### config.mk
export PLATFORM = sky130hd
export DESIGN_NAME = sph_strobed_port
export DESIGN_NICKNAME = d
export VERILOG_FILES = /design/src/sph_pkg.sv /design/src/sph_edge_sense.sv /design/src/sph_strobed_port.sv
export VERILOG_INCLUDE_DIRS = /design/src /design/src/src
export SDC_FILE = /design/constraint.sdc
export NUM_CORES = 1
export LEC_CHECK = 0
export ABC_AREA = 1
export BUFFER_PORTS_ARGS = -buffer_cell sky130_fd_sc_hd__clkbuf_2
export CAP_MARGIN = 20
export CORE_ASPECT_RATIO = 1.25
export CORE_MARGIN = 2
export CORE_UTILIZATION = 30
export DETAILED_ROUTE_END_ITERATION = 6
export HOLD_SLACK_MARGIN = 0.12
export PLACE_DENSITY_LB_ADDON = 0.08
export SYNTH_ARGS = -nofsm -noshare
export SYNTH_HDL_FRONTEND = slang
export SYNTH_SLANG_ARGS = --single-unit
export TNS_END_PERCENT = 10
### constraint.sdc
create_clock -name sys_clk -period 3.2 [get_ports sys_clk]
set_input_delay 0.16 -clock sys_clk [delete_from_list [all_inputs] [get_ports sys_clk]]
set_output_delay 0.16 -clock sys_clk [all_outputs]
set_load 0.01 [all_outputs]
### src/sph_consts.svh
// Offsets, field positions and reset values of the strobed port handshake block
`ifndef SPH_CONSTS_SVH
`define SPH_CONSTS_SVH

// ----------------------------------------------------------------------
// Register byte offsets (low address byte)
// ----------------------------------------------------------------------
`define SPH_ADDR_CTRL   8'h00
`define SPH_ADDR_PORTA  8'h04
`define SPH_ADDR_PORTB  8'h08
`define SPH_ADDR_PORTC  8'h0C
`define SPH_ADDR_BSR    8'h10

// ----------------------------------------------------------------------
// Control register fields (1 = input)
// ----------------------------------------------------------------------
`define SPH_CTRL_A_IN   0
`define SPH_CTRL_B_IN   1
`define SPH_CTRL_CU_IN  3
`define SPH_CTRL_RST    8'h0B

// ----------------------------------------------------------------------
// Port C bit positions
// ----------------------------------------------------------------------
`define SPH_PC_INTRB    0
`define SPH_PC_BFB      1
`define SPH_PC_HSB      2
`define SPH_PC_INTRA    3
`define SPH_PC_STBA     4
`define SPH_PC_IBFA     5
`define SPH_PC_ACKA     6
`define SPH_PC_OBFA     7
`define SPH_PCREG_RST   8'h00

// ----------------------------------------------------------------------
// Bit set/reset command fields
// ----------------------------------------------------------------------
`define SPH_BSR_SET     0
`define SPH_BSR_SEL_LO  1
`define SPH_BSR_SEL_HI  3

// ----------------------------------------------------------------------
// Bus encodings
// ----------------------------------------------------------------------
`define SPH_HSIZE_WORD  3'h2
`define SPH_HRESP_OKAY  1'b0

`endif

### src/sph_pkg.sv
// Types shared by the strobed port handshake block
`include "sph_consts.svh"

package sph_pkg;

   // ----------------------------------------------------------------------
   // Bus slave states
   // ----------------------------------------------------------------------
   typedef enum logic [2:0] {
      SPH_ST_IDLE = 3'b001,
      SPH_ST_DATA = 3'b010,
      SPH_ST_RESP = 3'b100
   } sph_bus_st_t;

   // ----------------------------------------------------------------------
   // One strobed data port
   // ----------------------------------------------------------------------
   typedef struct packed {
      logic [7:0] in_q;
      logic [7:0] out_q;
      logic       ibf;
      logic       obf_n;
      logic       intr;
   } sph_port_t;

   localparam sph_port_t SPH_PORT_RST = '{in_q: 8'h00, out_q: 8'h00, ibf: 1'b0,
                                          obf_n: 1'b1, intr: 1'b0};

endpackage : sph_pkg

### src/sph_edge_sense.sv
// Strobe sampler that reports registered rising and falling edges
`timescale 1ns/10ps
`default_nettype none

module sph_edge_sense #(
   parameter int W = 3
) (
   input  wire logic         clk,
   input  wire logic         rst_n,
   input  wire logic [W-1:0] sig,
   output logic      [W-1:0] rise,
   output logic      [W-1:0] fall
);
   import sph_pkg::*;

   typedef struct packed {
      logic [W-1:0] prev;
      logic [W-1:0] rise;
      logic [W-1:0] fall;
   } sph_edge_state_t;

   sph_edge_state_t q;
   sph_edge_state_t d;

   // Strobes idle high, so a strobe held low through reset shows a fall once reset ends
   always_comb begin
      d      = q;
      d.prev = sig;
      d.rise = ~q.prev & sig;   // RULE_21
      d.fall = q.prev & ~sig;   // RULE_21
   end

   // Strobes shorter than one clock can be missed entirely
   always_ff @(posedge clk or negedge rst_n) begin
      if (!rst_n) begin
         q <= '{prev: {W{1'b1}}, rise: {W{1'b0}}, fall: {W{1'b0}}};
      end else begin
         q <= d;   // RULE_18
      end
   end

   assign rise = q.rise;
   assign fall = q.fall;

endmodule : sph_edge_sense

`default_nettype wire

### src/sph_strobed_port.sv
// Strobed handshake logic for two data ports, with an AHB-Lite register slave
`timescale 1ns/10ps
`default_nettype none

`include "sph_consts.svh"

// How it works
// RULE_01: Ports A and B are data ports, each set as input or output alone.
// RULE_02: Input and output data are registered; three port C lines serve each port.
// RULE_03: While the load strobe is low, the input register follows the port pins.
// RULE_04: Input-full flag sets when load strobe falls, clears when CPU read ends.
// RULE_05: Load strobe rising sets the input port interrupt if its enable is 1.
// RULE_06: Start of a CPU read of an input port clears its interrupt.
// RULE_07: Input mode enables are bit-set on PC4 for port A, PC2 for port B.
// RULE_08: End of a CPU write to an output port drives its full flag low.
// RULE_09: Peripheral acknowledge low returns the output full flag high.
// RULE_10: Peripheral should latch output data on the full flag's rising edge.
// RULE_11: Peripheral asserts acknowledge low when ready to take output data.
// RULE_12: Start of a CPU write to an output port clears its interrupt.
// RULE_13: Acknowledge rising sets the output port interrupt if its enable is 1.
// RULE_14: Output mode enables are bit-set on PC6 for port A, PC2 for port B.
// RULE_15: Interrupt enables live in the port C output register at PC2, PC4, PC6.
// RULE_16: PC0 port B interrupt, PC1 port B flag, PC2 port B strobe, PC3 port A interrupt.
// RULE_17: Port A uses PC4-5 or PC6-7; the spare pair's direction is control bit 3.
// RULE_18: Every strobe must stay asserted for at least one clock cycle.
// RULE_19: A byte write to port C changes nothing; only bit set/reset does.
// RULE_20: Reading port C returns flags, interrupts and enables as status.
// RULE_21: Strobes are sampled on the clock; each edge acts the cycle after detection.
// RULE_22: Reset clears interrupts and enables; input-full to 0, output-full-low to 1.
module sph_strobed_port (
   input  wire logic        sys_clk,
   input  wire logic        rst_n,
   // AHB-Lite slave
   input  wire logic        hsel,
   input  wire logic [31:0] haddr,
   input  wire logic [1:0]  htrans,
   input  wire logic        hwrite,
   input  wire logic [2:0]  hsize,
   input  wire logic [31:0] hwdata,
   input  wire logic        hready,
   output logic      [31:0] hrdata,
   output logic             hreadyout,
   output logic             hresp,
   // Port A pins
   input  wire logic [7:0]  pa_in,
   output logic      [7:0]  pa_out,
   output logic      [7:0]  pa_oe,
   // Port B pins
   input  wire logic [7:0]  pb_in,
   output logic      [7:0]  pb_out,
   output logic      [7:0]  pb_oe,
   // Port C pins
   input  wire logic [7:0]  pc_in,
   output logic      [7:0]  pc_out,
   output logic      [7:0]  pc_oe
);
   import sph_pkg::*;

   // ----------------------------------------------------------------------
   // State
   // ----------------------------------------------------------------------
   typedef struct packed {
      sph_bus_st_t st;
      logic [7:0]  addr;
      logic        wr;
      logic        ok;
      logic [31:0] rdata;
      logic [7:0]  ctrl;
      logic [7:0]  pcreg;
      sph_port_t   pa;
      sph_port_t   pb;
   } sph_state_t;

   localparam sph_state_t STATE_RST = '{st: SPH_ST_IDLE, addr: 8'h00, wr: 1'b0, ok: 1'b0,
                                        rdata: 32'h0000_0000, ctrl: `SPH_CTRL_RST,
                                        pcreg: `SPH_PCREG_RST, pa: SPH_PORT_RST,
                                        pb: SPH_PORT_RST};

   sph_state_t q;
   sph_state_t d;

   logic [1:0] rst_sync_q;
   logic       rst_s_n;
   logic [2:0] hs_rise;
   logic [2:0] hs_fall;

   // ----------------------------------------------------------------------
   // One step of a port's handshake flags
   // ----------------------------------------------------------------------
   function automatic sph_port_t port_step(
      input sph_port_t  p,
      input logic       is_in,
      input logic [7:0] pins,
      input logic       stb_lo,
      input logic       stb_fall,
      input logic       stb_rise,
      input logic       ack_lo,
      input logic       ack_rise,
      input logic       inte,
      input logic       rd_fall,
      input logic       rd_rise,
      input logic       wr_fall,
      input logic       wr_rise,
      input logic [7:0] wdata
   );
      sph_port_t n;
      n = p;
      // Output register is kept even in input mode, so a later turn-round shows it
      if (wr_rise) begin
         n.out_q = wdata;   // RULE_02
      end
      if (is_in) begin
         if (stb_lo) begin
            n.in_q = pins;   // RULE_03
         end
         if (rd_rise) begin
            n.ibf = 1'b0;   // RULE_04
         end
         if (stb_fall) begin
            n.ibf = 1'b1;   // RULE_04
         end
         if (rd_fall) begin
            n.intr = 1'b0;   // RULE_06
         end
         if (stb_rise && inte) begin
            n.intr = 1'b1;   // RULE_05
         end
      end else begin
         if (ack_lo) begin
            n.obf_n = 1'b1;   // RULE_09 RULE_11
         end
         // A new write wins over an acknowledge in the same cycle
         if (wr_rise) begin
            n.obf_n = 1'b0;   // RULE_08
         end
         if (wr_fall) begin
            n.intr = 1'b0;   // RULE_12
         end
         if (ack_rise && inte) begin
            n.intr = 1'b1;   // RULE_13
         end
      end
      return n;
   endfunction : port_step

   // ----------------------------------------------------------------------
   // Reset release
   // ----------------------------------------------------------------------
   always_ff @(posedge sys_clk or negedge rst_n) begin
      if (!rst_n) begin
         rst_sync_q <= 2'b00;
      end else begin
         rst_sync_q <= {rst_sync_q[0], 1'b1};
      end
   end

   assign rst_s_n = rst_sync_q[1];

   // ----------------------------------------------------------------------
   // Strobe edges: bit 2 port A acknowledge, bit 1 port A load, bit 0 port B
   // ----------------------------------------------------------------------
   sph_edge_sense #(
      .W (3)
   ) u_edge (
      .clk   (sys_clk),
      .rst_n (rst_s_n),
      .sig   ({pc_in[`SPH_PC_ACKA], pc_in[`SPH_PC_STBA], pc_in[`SPH_PC_HSB]}),
      .rise  (hs_rise),
      .fall  (hs_fall)
   );

   // ----------------------------------------------------------------------
   // Next state
   // ----------------------------------------------------------------------
   always_comb begin
      logic       a_in;
      logic       b_in;
      logic       cu_in;
      logic       take;
      logic       rd_a;
      logic       rd_b;
      logic       wr_a;
      logic       wr_b;
      logic       inte_a;
      logic       inte_b;
      logic [7:0] status;
      logic [7:0] rval;
      logic [2:0] sel;

      d      = q;
      a_in   = q.ctrl[`SPH_CTRL_A_IN];   // RULE_01
      b_in   = q.ctrl[`SPH_CTRL_B_IN];   // RULE_01
      cu_in  = q.ctrl[`SPH_CTRL_CU_IN];
      take   = hsel && htrans[1] && hready;
      inte_a = a_in ? q.pcreg[`SPH_PC_STBA] : q.pcreg[`SPH_PC_ACKA];   // RULE_15
      inte_b = q.pcreg[`SPH_PC_HSB];   // RULE_15
      sel    = hwdata[`SPH_BSR_SEL_HI:`SPH_BSR_SEL_LO];

      // The one data-phase cycle with hreadyout low stands for the CPU strobe
      // low time: its start and its end both act in that cycle.
      rd_a = (q.st == SPH_ST_DATA) && q.ok && !q.wr && (q.addr == `SPH_ADDR_PORTA);
      rd_b = (q.st == SPH_ST_DATA) && q.ok && !q.wr && (q.addr == `SPH_ADDR_PORTB);
      wr_a = (q.st == SPH_ST_DATA) && q.ok && q.wr && (q.addr == `SPH_ADDR_PORTA);
      wr_b = (q.st == SPH_ST_DATA) && q.ok && q.wr && (q.addr == `SPH_ADDR_PORTB);

      // Port C status as the directions place it
      status                = 8'h00;
      status[`SPH_PC_INTRB] = q.pb.intr;   // RULE_20
      status[`SPH_PC_BFB]   = b_in ? q.pb.ibf : q.pb.obf_n;
      status[`SPH_PC_HSB]   = inte_b;
      status[`SPH_PC_INTRA] = q.pa.intr;
      if (a_in) begin
         status[`SPH_PC_STBA] = inte_a;
         status[`SPH_PC_IBFA] = q.pa.ibf;
         status[7:6]          = cu_in ? pc_in[7:6] : q.pcreg[7:6];
      end else begin
         status[5:4]          = cu_in ? pc_in[5:4] : q.pcreg[5:4];
         status[`SPH_PC_ACKA] = inte_a;
         status[`SPH_PC_OBFA] = q.pa.obf_n;
      end

      // Read multiplexer
      rval = 8'h00;
      if (q.ok) begin
         unique case (q.addr)
            `SPH_ADDR_CTRL:  rval = q.ctrl;
            `SPH_ADDR_PORTA: rval = a_in ? q.pa.in_q : q.pa.out_q;
            `SPH_ADDR_PORTB: rval = b_in ? q.pb.in_q : q.pb.out_q;
            `SPH_ADDR_PORTC: rval = status;   // RULE_20
            default:         rval = 8'h00;
         endcase
      end

      // Bus slave sequence
      unique case (q.st)
         SPH_ST_IDLE, SPH_ST_RESP: begin
            if (take) begin
               d.st   = SPH_ST_DATA;
               d.addr = haddr[7:0];
               d.wr   = hwrite;
               d.ok   = (hsize == `SPH_HSIZE_WORD) && (haddr[31:8] == 24'h00_0000);
            end else begin
               d.st = SPH_ST_IDLE;
            end
         end
         SPH_ST_DATA: begin
            d.st    = SPH_ST_RESP;
            d.rdata = {24'h00_0000, rval};
            if (q.ok && q.wr) begin
               unique case (q.addr)
                  `SPH_ADDR_CTRL: d.ctrl = hwdata[7:0];
                  // Byte writes to port C are dropped in this mode
                  `SPH_ADDR_PORTC: d.pcreg = q.pcreg;   // RULE_19
                  `SPH_ADDR_BSR: d.pcreg[sel] = hwdata[`SPH_BSR_SET];   // RULE_07 RULE_14
                  default: d.pcreg = q.pcreg;
               endcase
            end
         end
         default: begin
            d.st = SPH_ST_IDLE;
         end
      endcase

      // Handshake flags of both ports
      d.pa = port_step(q.pa, a_in, pa_in,
                       !pc_in[`SPH_PC_STBA], hs_fall[1], hs_rise[1],
                       !pc_in[`SPH_PC_ACKA], hs_rise[2], inte_a,
                       rd_a, rd_a, wr_a, wr_a, hwdata[7:0]);   // RULE_21
      d.pb = port_step(q.pb, b_in, pb_in,
                       !pc_in[`SPH_PC_HSB], hs_fall[0], hs_rise[0],
                       !pc_in[`SPH_PC_HSB], hs_rise[0], inte_b,
                       rd_b, rd_b, wr_b, wr_b, hwdata[7:0]);   // RULE_21
   end

   // ----------------------------------------------------------------------
   // State register
   // ----------------------------------------------------------------------
   always_ff @(posedge sys_clk or negedge rst_s_n) begin
      if (!rst_s_n) begin
         q <= STATE_RST;   // RULE_22
      end else begin
         q <= d;
      end
   end

   // ----------------------------------------------------------------------
   // Bus outputs
   // ----------------------------------------------------------------------
   assign hrdata    = q.rdata;
   assign hreadyout = (q.st != SPH_ST_DATA);
   assign hresp     = `SPH_HRESP_OKAY;

   // ----------------------------------------------------------------------
   // Data port pins
   // ----------------------------------------------------------------------
   assign pa_out = q.pa.out_q;   // RULE_02
   assign pb_out = q.pb.out_q;   // RULE_02
   assign pa_oe  = q.ctrl[`SPH_CTRL_A_IN] ? 8'h00 : 8'hFF;   // RULE_01
   assign pb_oe  = q.ctrl[`SPH_CTRL_B_IN] ? 8'h00 : 8'hFF;   // RULE_01

   // ----------------------------------------------------------------------
   // Port C pins
   // ----------------------------------------------------------------------
   always_comb begin
      logic a_in;
      logic spare_oe;
      a_in     = q.ctrl[`SPH_CTRL_A_IN];
      spare_oe = !q.ctrl[`SPH_CTRL_CU_IN];   // RULE_17
      pc_out   = q.pcreg;
      pc_oe    = 8'h00;

      pc_out[`SPH_PC_INTRB] = q.pb.intr;   // RULE_16
      pc_out[`SPH_PC_BFB]   = q.ctrl[`SPH_CTRL_B_IN] ? q.pb.ibf : q.pb.obf_n;   // RULE_16
      pc_out[`SPH_PC_INTRA] = q.pa.intr;   // RULE_16
      pc_oe[`SPH_PC_INTRB]  = 1'b1;   // RULE_16
      pc_oe[`SPH_PC_BFB]    = 1'b1;   // RULE_16
      pc_oe[`SPH_PC_HSB]    = 1'b0;   // RULE_16
      pc_oe[`SPH_PC_INTRA]  = 1'b1;   // RULE_16

      if (a_in) begin
         pc_out[`SPH_PC_IBFA] = q.pa.ibf;   // RULE_17
         pc_oe[`SPH_PC_STBA]  = 1'b0;   // RULE_17
         pc_oe[`SPH_PC_IBFA]  = 1'b1;   // RULE_17
         pc_oe[7:6]           = {2{spare_oe}};   // RULE_17
      end else begin
         pc_out[`SPH_PC_OBFA] = q.pa.obf_n;   // RULE_17
         pc_oe[5:4]           = {2{spare_oe}};   // RULE_17
         pc_oe[`SPH_PC_ACKA]  = 1'b0;   // RULE_17
         pc_oe[`SPH_PC_OBFA]  = 1'b1;   // RULE_17
      end
   end

endmodule : sph_strobed_port

`default_nettype wire

==> impl_metrics.xml, run 1 <==
<?xml version="1.0" encoding="UTF-8"?>
<metrics>
  <group name="outcome">
    <metric name="run_status" unit="">completed</metric>
  </group>
  <group name="floorplan">
    <metric name="io-pin-count" unit="">180</metric>
    <metric name="die_width" unit="um">113.4</metric>
    <metric name="core-area" unit="sq um">14830</metric>
    <metric name="die-area" unit="sq um">15970</metric>
    <metric name="floorplan.die.height" unit="um">140.8</metric>
    <metric name="floorplan.initialDensity" unit="%">30.29</metric>
    <metric name="placement_rows" unit="">50</metric>
  </group>
  <group name="finish">
    <metric name="area.sequential" unit="sq um">2067</metric>
    <metric name="final_nets" unit="">765</metric>
    <metric name="fill_cells" unit="">1601</metric>
    <metric name="finalInstanceArea" unit="sq um">5498</metric>
    <metric name="multi_input_area" unit="sq um">1774</metric>
    <metric name="drive_above_1_share" unit="%">28.57</metric>
    <metric name="final-instance-count-excl-fill" unit="">854</metric>
    <metric name="syn_to_final_growth" unit="%">22.43</metric>
    <metric name="diodes" unit="">0</metric>
  </group>
  <group name="logic_synthesis">
    <metric name="cell_area_after_synthesis" unit="sq um">4491</metric>
    <metric name="synth.top_cells.by_area" unit="">sky130_fd_sc_hd__dfrtp_1 41%, sky130_fd_sc_hd__nand2_1 16%, sky130_fd_sc_hd__buf_4 12%</metric>
    <metric name="yosysWarnings" unit="">0</metric>
    <metric name="synth_register_bits" unit="">82</metric>
    <metric name="synth_sequential_area_ratio" unit="%">45.95</metric>
    <metric name="synth_area_per_cell" unit="sq um">8.106</metric>
    <metric name="yosysTopAreaCellShare" unit="%">40.68</metric>
    <metric name="synthesis.instances" unit="">554</metric>
    <metric name="number_of_distinct_standard_cells_referenced_by_the_synthesized_netlist" unit="">29</metric>
    <metric name="synthDominantAreaCellType" unit="">sky130_fd_sc_hd__dfrtp_1</metric>
  </group>
  <group name="power">
    <metric name="clock_network_power_share" unit="%">40.5</metric>
    <metric name="power_frac_seq" unit="%">45.3</metric>
    <metric name="switching_portion_of_total_power" unit="%">27.17</metric>
    <metric name="total_power" unit="uW">2550</metric>
    <metric name="internal_power" unit="uW">1857</metric>
    <metric name="powerDensity" unit="nW/um^2">463.8</metric>
    <metric name="leakage" unit="uW">0.002946</metric>
    <metric name="ir_worst_vdd" unit="mV">0.1825</metric>
    <metric name="p_comb_share" unit="%">14.2</metric>
    <metric name="net-switching-power" unit="uW">692.7</metric>
  </group>
  <group name="clock_network">
    <metric name="max_h_tree_level" unit="">3</metric>
    <metric name="cts.clk_slew.worst_paths" unit="ns">0.06</metric>
    <metric name="clk_path_buf_depth" unit="">2</metric>
    <metric name="clock_latency_reported_for_the_late_side_of_the_worst_skew_pair" unit="ns">0.34</metric>
    <metric name="numCtsBuffers" unit="">9</metric>
    <metric name="postCtsSetupRepairBufs" unit="">0</metric>
    <metric name="cts_tree" unit="">yes</metric>
    <metric name="clockRootBuffer" unit="">sky130_fd_sc_hd__clkbuf_16</metric>
    <metric name="clkSinkCount" unit="">82</metric>
  </group>
  <group name="critical_path">
    <metric name="critical_path.most_common_cell" unit="">sky130_fd_sc_hd__nand2_1</metric>
    <metric name="cell_chain_critical_path" unit="">clkinv_1 -&gt; nand2_1 -&gt; nand2_1 -&gt; nand3_1 -&gt; nand2_1 -&gt; o21ai_0 -&gt; nand2_1</metric>
    <metric name="worst_r2r_path_depth" unit="">7</metric>
    <metric name="critical_path.max_stage_delay" unit="ns">0.71</metric>
    <metric name="regToRegEndpoint" unit="">hrdata[4]</metric>
    <metric name="end_kind" unit="">register</metric>
    <metric name="worst_path_max_delay_cell" unit="">sky130_fd_sc_hd__dfstp_2</metric>
    <metric name="worst-endpoint-arrival" unit="ns">2.25</metric>
    <metric name="worstPathRequired" unit="ns">3.42</metric>
    <metric name="timing.critical_path.fanout_max" unit="">17</metric>
    <metric name="regToRegStartpoint" unit="">q[47]</metric>
    <metric name="crit_path_start_kind" unit="">register</metric>
    <metric name="criticalPathCategory" unit="">reg2reg</metric>
    <metric name="ff2ff_setup_slack" unit="ns">1.16</metric>
  </group>
  <group name="place">
    <metric name="portBuffers" unit="">122</metric>
    <metric name="post_dp_cell_area" unit="sq um">4815</metric>
    <metric name="place.detailed.instances" unit="">801</metric>
    <metric name="dpl.hpwl" unit="mm">8.672</metric>
    <metric name="globalplace.congestion" unit="">0.8006</metric>
  </group>
  <group name="global_routing">
    <metric name="grt_max_degree" unit="">81</metric>
    <metric name="track_usage" unit="%">15.01</metric>
    <metric name="initial_antenna_violation_count" unit="">0</metric>
    <metric name="overall_overflow_remaining_after_global_route" unit="">0</metric>
    <metric name="first_global_vias" unit="">3715</metric>
    <metric name="grt_first_pass_wirelength" unit="mm">18.62</metric>
  </group>
  <group name="timing">
    <metric name="final.period_utilization" unit="%">63.60</metric>
    <metric name="max_freq" unit="MHz">491.4</metric>
    <metric name="setup_violations" unit="">0</metric>
    <metric name="hold_ws" unit="ns">0.1346</metric>
    <metric name="final_hold_fails" unit="">0</metric>
    <metric name="grt_setup_unrepaired" unit="">false</metric>
    <metric name="final-max-slew-violation-count" unit="">0</metric>
    <metric name="timing_worst_slew_pin_value" unit="ns">0.5357</metric>
    <metric name="timing.final.crit_period" unit="ns">2.035</metric>
    <metric name="tns" unit="ns">0</metric>
    <metric name="finClkSkew" unit="ns">0.007758</metric>
    <metric name="timing.max_slew.rel_slack" unit="%">64.25</metric>
  </group>
  <group name="route">
    <metric name="route.detailed.vias_per_inst" unit="">4.390</metric>
    <metric name="drt_first_pass_iters" unit="">4</metric>
    <metric name="routed_wl" unit="mm">11.53</metric>
    <metric name="wl_per_cell" unit="um">13.50</metric>
    <metric name="ant_nets" unit="">0</metric>
    <metric name="drc" unit="">0</metric>
    <metric name="drt_first_iter_violations" unit="">153</metric>
    <metric name="num_vias" unit="">3749</metric>
  </group>
  <group name="worst_hold_path">
    <metric name="hp-class" unit="">in2reg</metric>
    <metric name="worstHoldStart" unit="">hwdata[4]</metric>
    <metric name="hold_path_cell_cnt" unit="">3</metric>
    <metric name="worst_case_hold_path_end_point" unit="">pa_out[4]</metric>
  </group>
  <group name="run">
    <metric name="drv.max_cap_violation_count" unit="">0</metric>
  </group>
</metrics>
==> cell usage after synthesis (all sizes together) <==
cell type,count
a21oi,2
buf,85
clkinv,2
conb,2
dfrtp,73
dfstp,9
inv,34
mux2,16
nand2,193
nand3,39
nand3b,1
nand4,5
nor2,44
nor3,5
o21ai,42
o22ai,2
==> flip-flops by register name (all words and copies together) (netlist names) <==
name         flops
hrdata           8
pa_out           8
pb_out           8
pc_out           5
q               43
rst_sync_q       2
u_edge.fall      2
u_edge.q         3
u_edge.rise      3
==> placed cells by master, fill, tap and decap left out, types with 13 or more instances in the layout <==
cell type,netlist,final
sky130_fd_sc_hd__dlygate4sd3_1,0,36
sky130_fd_sc_hd__nor2_1,38,38
sky130_fd_sc_hd__o21ai_0,21,21
sky130_fd_sc_hd__nand2_1,186,186
sky130_fd_sc_hd__inv_1,31,31
sky130_fd_sc_hd__clkbuf_2,0,122
sky130_fd_sc_hd__mux2_2,16,16
sky130_fd_sc_hd__dfrtp_1,73,72
sky130_fd_sc_hd__nand3_1,39,39
sky130_fd_sc_hd__conb_1,2,30
sky130_fd_sc_hd__o21ai_1,13,13
==> area by class of cell <==
| class | instances | share of cell area, % |
|---|---|---|
| clock buffers | 9 | 4.096 |
| clock inverters | 7 | 1.274 |
| inverters | 36 | 2.458 |
| multi-input cells | 379 | 32.27 |
| flip-flops and latches | 82 | 37.60 |
| well taps | 182 | 4.142 |
| repair buffers | 159 | 18.16 |
==> how the worst max path moves through the flow <==
stage                              from         to  slack [ns]  cells after the start
after global routing              q[47]  hrdata[4]        0.95                      7
after detailed placement          q[47]  hrdata[4]        1.14                      7
final                             q[47]  hrdata[4]        1.16                      7
after CTS                         q[47]  hrdata[4]        1.13                      7
after global placement            q[47]  hrdata[4]        1.14                      7
after floorplan           rst_sync_q[1]  hrdata[0]        0.76                      0
==> kinds of logic after synthesis <==
logic type	Yosys count	share of synthesized area, %
flops	82	45.95
mux	16	4.012
simple gates	287	27.00
other cells	2	0.1672
buf+inv	121	16.88
compound gates	46	5.991
==> power groups by stage <==
stage          Sequential [uW]  Clock (uW)  Combinational, uW
3_5_place_dp              1190           0                312
6_report                  1160        1030                362
4_1_cts                   1170        1060                348
5_1_grt                   1170        1110                413
3_3_place_gp              1190           0                310
2_1_floorplan             1170           0                252
==> worst max-delay path: cells and delay by family (launching register included) <==
family          cells  cell delay (ns)
buf+inv             1             0.44
simple gates        5             0.51
flops               1             0.71
compound gates      1             0.25
==> what timing repair did <==
action / CTS / global route
hold buffers: 36 / 0
resized for setup: 0 / 0
hold endpoints to repair: 44 / 0
==> routing by layer <==
layer  vias up  global-route usage, %  wire [um]
met1      1746                  18.74       4864
met3        13                  2.794        559
met5         -                      0          0
met2       113                  26.03       5945
li1       1877                      -          -
met4         0                  5.006        161
==> per-stage QoR <==
step / util, % / setup slack (ns)
finish: 37.08 / 1.165
global route: 37.08 / 0.9536
CTS: 36.89 / 1.127
detailed placement: 32.47 / 1.141
global placement: 32.47 / 1.145
floorplan: - / 0.7628
(Power assumes the default switching activity.)
==> inputs of run 2 (changes only) <==
==> constraint.sdc (replaced) <==
create_clock -name sys_clk -period 1.7 [get_ports sys_clk]
set_input_delay 0.085 -clock sys_clk [delete_from_list [all_inputs] [get_ports sys_clk]]
set_output_delay 0.085 -clock sys_clk [all_outputs]
set_load 0.01 [all_outputs]
==> run 2 against run 1 <==
- clock power up 83%
- count of clock-buffer cells in the layout up 1
- sequential share of layout area down 1.5 points
- critical path depth down 3
- power up 88%
- critical endpoint is now pc_out[1]
- global-route usage up 0.21 points
- critical path type is now reg2out
- largest cell class unchanged
- clock skew up 0.0014 ns
- wire length up 3.0%
- die area unchanged
- largest power group unchanged
- final area up 4.2%
- final cell count up 3.2%
- non-clock buffer count up 27
==> impl_metrics.xml, run 2 (synthesized netlist as in run 1, its figures left out) <==
<?xml version="1.0" encoding="UTF-8"?>
<metrics>
  <group name="global_routing">
    <metric name="initial_antenna_violation_count" unit="">0</metric>
    <metric name="grt_first_pass_wirelength" unit="mm">19.03</metric>
    <metric name="track_usage" unit="%">15.22</metric>
    <metric name="grt_max_degree" unit="">36</metric>
    <metric name="first_global_vias" unit="">3806</metric>
    <metric name="overall_overflow_remaining_after_global_route" unit="">0</metric>
  </group>
  <group name="place">
    <metric name="globalplace.congestion" unit="">0.8428</metric>
    <metric name="portBuffers" unit="">122</metric>
    <metric name="dpl.hpwl" unit="mm">9.215</metric>
  </group>
  <group name="floorplan">
    <metric name="floorplan.die.height" unit="um">140.8</metric>
    <metric name="io-pin-count" unit="">180</metric>
    <metric name="placement_rows" unit="">50</metric>
    <metric name="die_width" unit="um">113.4</metric>
    <metric name="die-area" unit="sq um">15970</metric>
    <metric name="core-area" unit="sq um">14830</metric>
    <metric name="floorplan.initialDensity" unit="%">30.29</metric>
  </group>
  <group name="clock_network">
    <metric name="cts_tree" unit="">yes</metric>
    <metric name="postCtsSetupRepairBufs" unit="">0</metric>
    <metric name="numCtsBuffers" unit="">9</metric>
    <metric name="clk_path_buf_depth" unit="">2</metric>
    <metric name="max_h_tree_level" unit="">3</metric>
    <metric name="clkSinkCount" unit="">82</metric>
    <metric name="cts.clk_slew.worst_paths" unit="ns">0.06</metric>
    <metric name="clock_latency_reported_for_the_late_side_of_the_worst_skew_pair" unit="ns">0.34</metric>
    <metric name="clockRootBuffer" unit="">sky130_fd_sc_hd__clkbuf_16</metric>
  </group>
  <group name="worst_hold_path">
    <metric name="hp-class" unit="">in2reg</metric>
    <metric name="hold_path_cell_cnt" unit="">3</metric>
  </group>
  <group name="critical_path">
    <metric name="criticalPathCategory" unit="">reg2out</metric>
    <metric name="crit_path_start_kind" unit="">register</metric>
    <metric name="worst-endpoint-arrival" unit="ns">1.50</metric>
    <metric name="end_kind" unit="">output pin</metric>
    <metric name="timing.critical_path.fanout_max" unit="">16</metric>
    <metric name="worst_r2r_path_depth" unit="">6</metric>
    <metric name="worstPathRequired" unit="ns">1.62</metric>
  </group>
  <group name="finish">
    <metric name="max_flop_register" unit="">q</metric>
    <metric name="largest_reg_flops" unit="">43</metric>
    <metric name="most-common-layout-cells" unit="">186 x sky130_fd_sc_hd__nand2_1, 122 x sky130_fd_sc_hd__clkbuf_2, 72 x sky130_fd_sc_hd__dfrtp_1</metric>
    <metric name="drive_above_1_share" unit="%">30.04</metric>
    <metric name="fill_cells" unit="">1572</metric>
    <metric name="final_nets" unit="">792</metric>
    <metric name="layout.cells.most_common" unit="">sky130_fd_sc_hd__nand2_1</metric>
    <metric name="syn_to_final_growth" unit="%">27.53</metric>
    <metric name="diodes" unit="">0</metric>
  </group>
  <group name="power">
    <metric name="leakage" unit="uW">0.003065</metric>
    <metric name="switching_portion_of_total_power" unit="%">28.21</metric>
    <metric name="p_comb_share" unit="%">15.1</metric>
    <metric name="ir_worst_vdd" unit="mV">0.3903</metric>
    <metric name="clock_network_power_share" unit="%">39.2</metric>
    <metric name="internal_power" unit="uW">3440</metric>
    <metric name="net-switching-power" unit="uW">1352</metric>
    <metric name="power_frac_seq" unit="%">45.6</metric>
    <metric name="powerDensity" unit="nW/um^2">836.7</metric>
  </group>
  <group name="timing">
    <metric name="final.period_utilization" unit="%">93.36</metric>
    <metric name="max_freq" unit="MHz">630.1</metric>
    <metric name="hold_ws" unit="ns">0.1313</metric>
    <metric name="final_hold_fails" unit="">0</metric>
    <metric name="finClkSkew" unit="ns">0.009162</metric>
    <metric name="final-max-slew-violation-count" unit="">0</metric>
    <metric name="grt_setup_unrepaired" unit="">false</metric>
    <metric name="timing.final.crit_period" unit="ns">1.587</metric>
    <metric name="tns" unit="ns">0</metric>
    <metric name="setup_violations" unit="">0</metric>
  </group>
  <group name="route">
    <metric name="drt_first_iter_violations" unit="">116</metric>
    <metric name="routed_wl" unit="mm">11.88</metric>
    <metric name="wl_per_cell" unit="um">13.49</metric>
    <metric name="ant_nets" unit="">0</metric>
    <metric name="drt_first_pass_iters" unit="">4</metric>
    <metric name="route.detailed.vias_per_inst" unit="">4.364</metric>
    <metric name="drc" unit="">0</metric>
    <metric name="num_vias" unit="">3845</metric>
  </group>
  <group name="outcome">
    <metric name="run_status" unit="">completed</metric>
  </group>
  <group name="run">
    <metric name="drv.max_cap_violation_count" unit="">0</metric>
  </group>
</metrics>
## run 2: area by class of cell
cell class                      instances  area (sq um)  share of cell area, %
Tap cell                              182         227.7                  3.976
Sequential cell                        82          2067                  36.09
Clock inverter                          6         50.05                 0.8739
Multi-Input combinational cell        379          1783                  31.13
Clock buffer                           10         239.0                  4.173
Inverter                               36         138.9                  2.425
Timing Repair Buffer                  186          1221                  21.32
## run 2: timing repair
action	in CTS	in global routing
resized for setup	0	4
setup endpoints to repair	0	18
hold buffers	47	0
hold endpoints to repair	54	0
## run 2: path summary, 6_finish.rpt
kind | startpoint | endpoint | slack [ns]
setup reg to reg | q[47] | hrdata[1] | 0.17
min in group asynchronous | rst_sync_q[1] | pa_out[3] | 0.24
max in group asynchronous | rst_sync_q[1] | u_edge.q[7] | 0.83
hold reg to reg | rst_sync_q[1] | pa_out[3] | 0.24
setup / recovery | q[47] | pc_out[1] | 0.11
hold / removal | hwdata[2] | pa_out[2] | 0.13
## run 2: stage by stage
stage | area, sq um | power [uW] | setup slack [ns] | std cells | util [%]
3_3_place_gp | 4955 | 2860 | 0.1113 | 818 | 33.42
4_1_cts | 5714 | 4848 | 0.07490 | 881 | 38.54
6_report | 5727 | 4792 | 0.1129 | 881 | 38.62
2_1_floorplan | 4597 | 2680 | 0.1275 | 582 | -
5_1_grt | 5727 | 5038 | 0.01588 | 881 | 38.62
3_5_place_dp | 4955 | 2866 | 0.09595 | 818 | 33.42
## run 2: routing by layer
metal	global-route usage (%)	part of all wire, %
met1	19.14	43
met2	26.63	52
met3	2.107	4.0
met4	5.392	1.5
met5	0	0
## run 2: power groups by stage
stage                     logic, uW  clock network, uW  registers, uW
after floorplan                 475                  0           2210
after global placement          641                  0           2220
after detailed placement        646                  0           2220
after CTS                       733               1930           2180
after global routing            826               2010           2210
final                           726               1880           2190
## run 2: critical path, cell delays in order, from the launching register on
cell	delay, ns
sky130_fd_sc_hd__dfstp_2	0.55
sky130_fd_sc_hd__buf_4	0.21
sky130_fd_sc_hd__nand2_1	0.06
sky130_fd_sc_hd__o21ai_0	0.14
sky130_fd_sc_hd__clkbuf_2	0.20
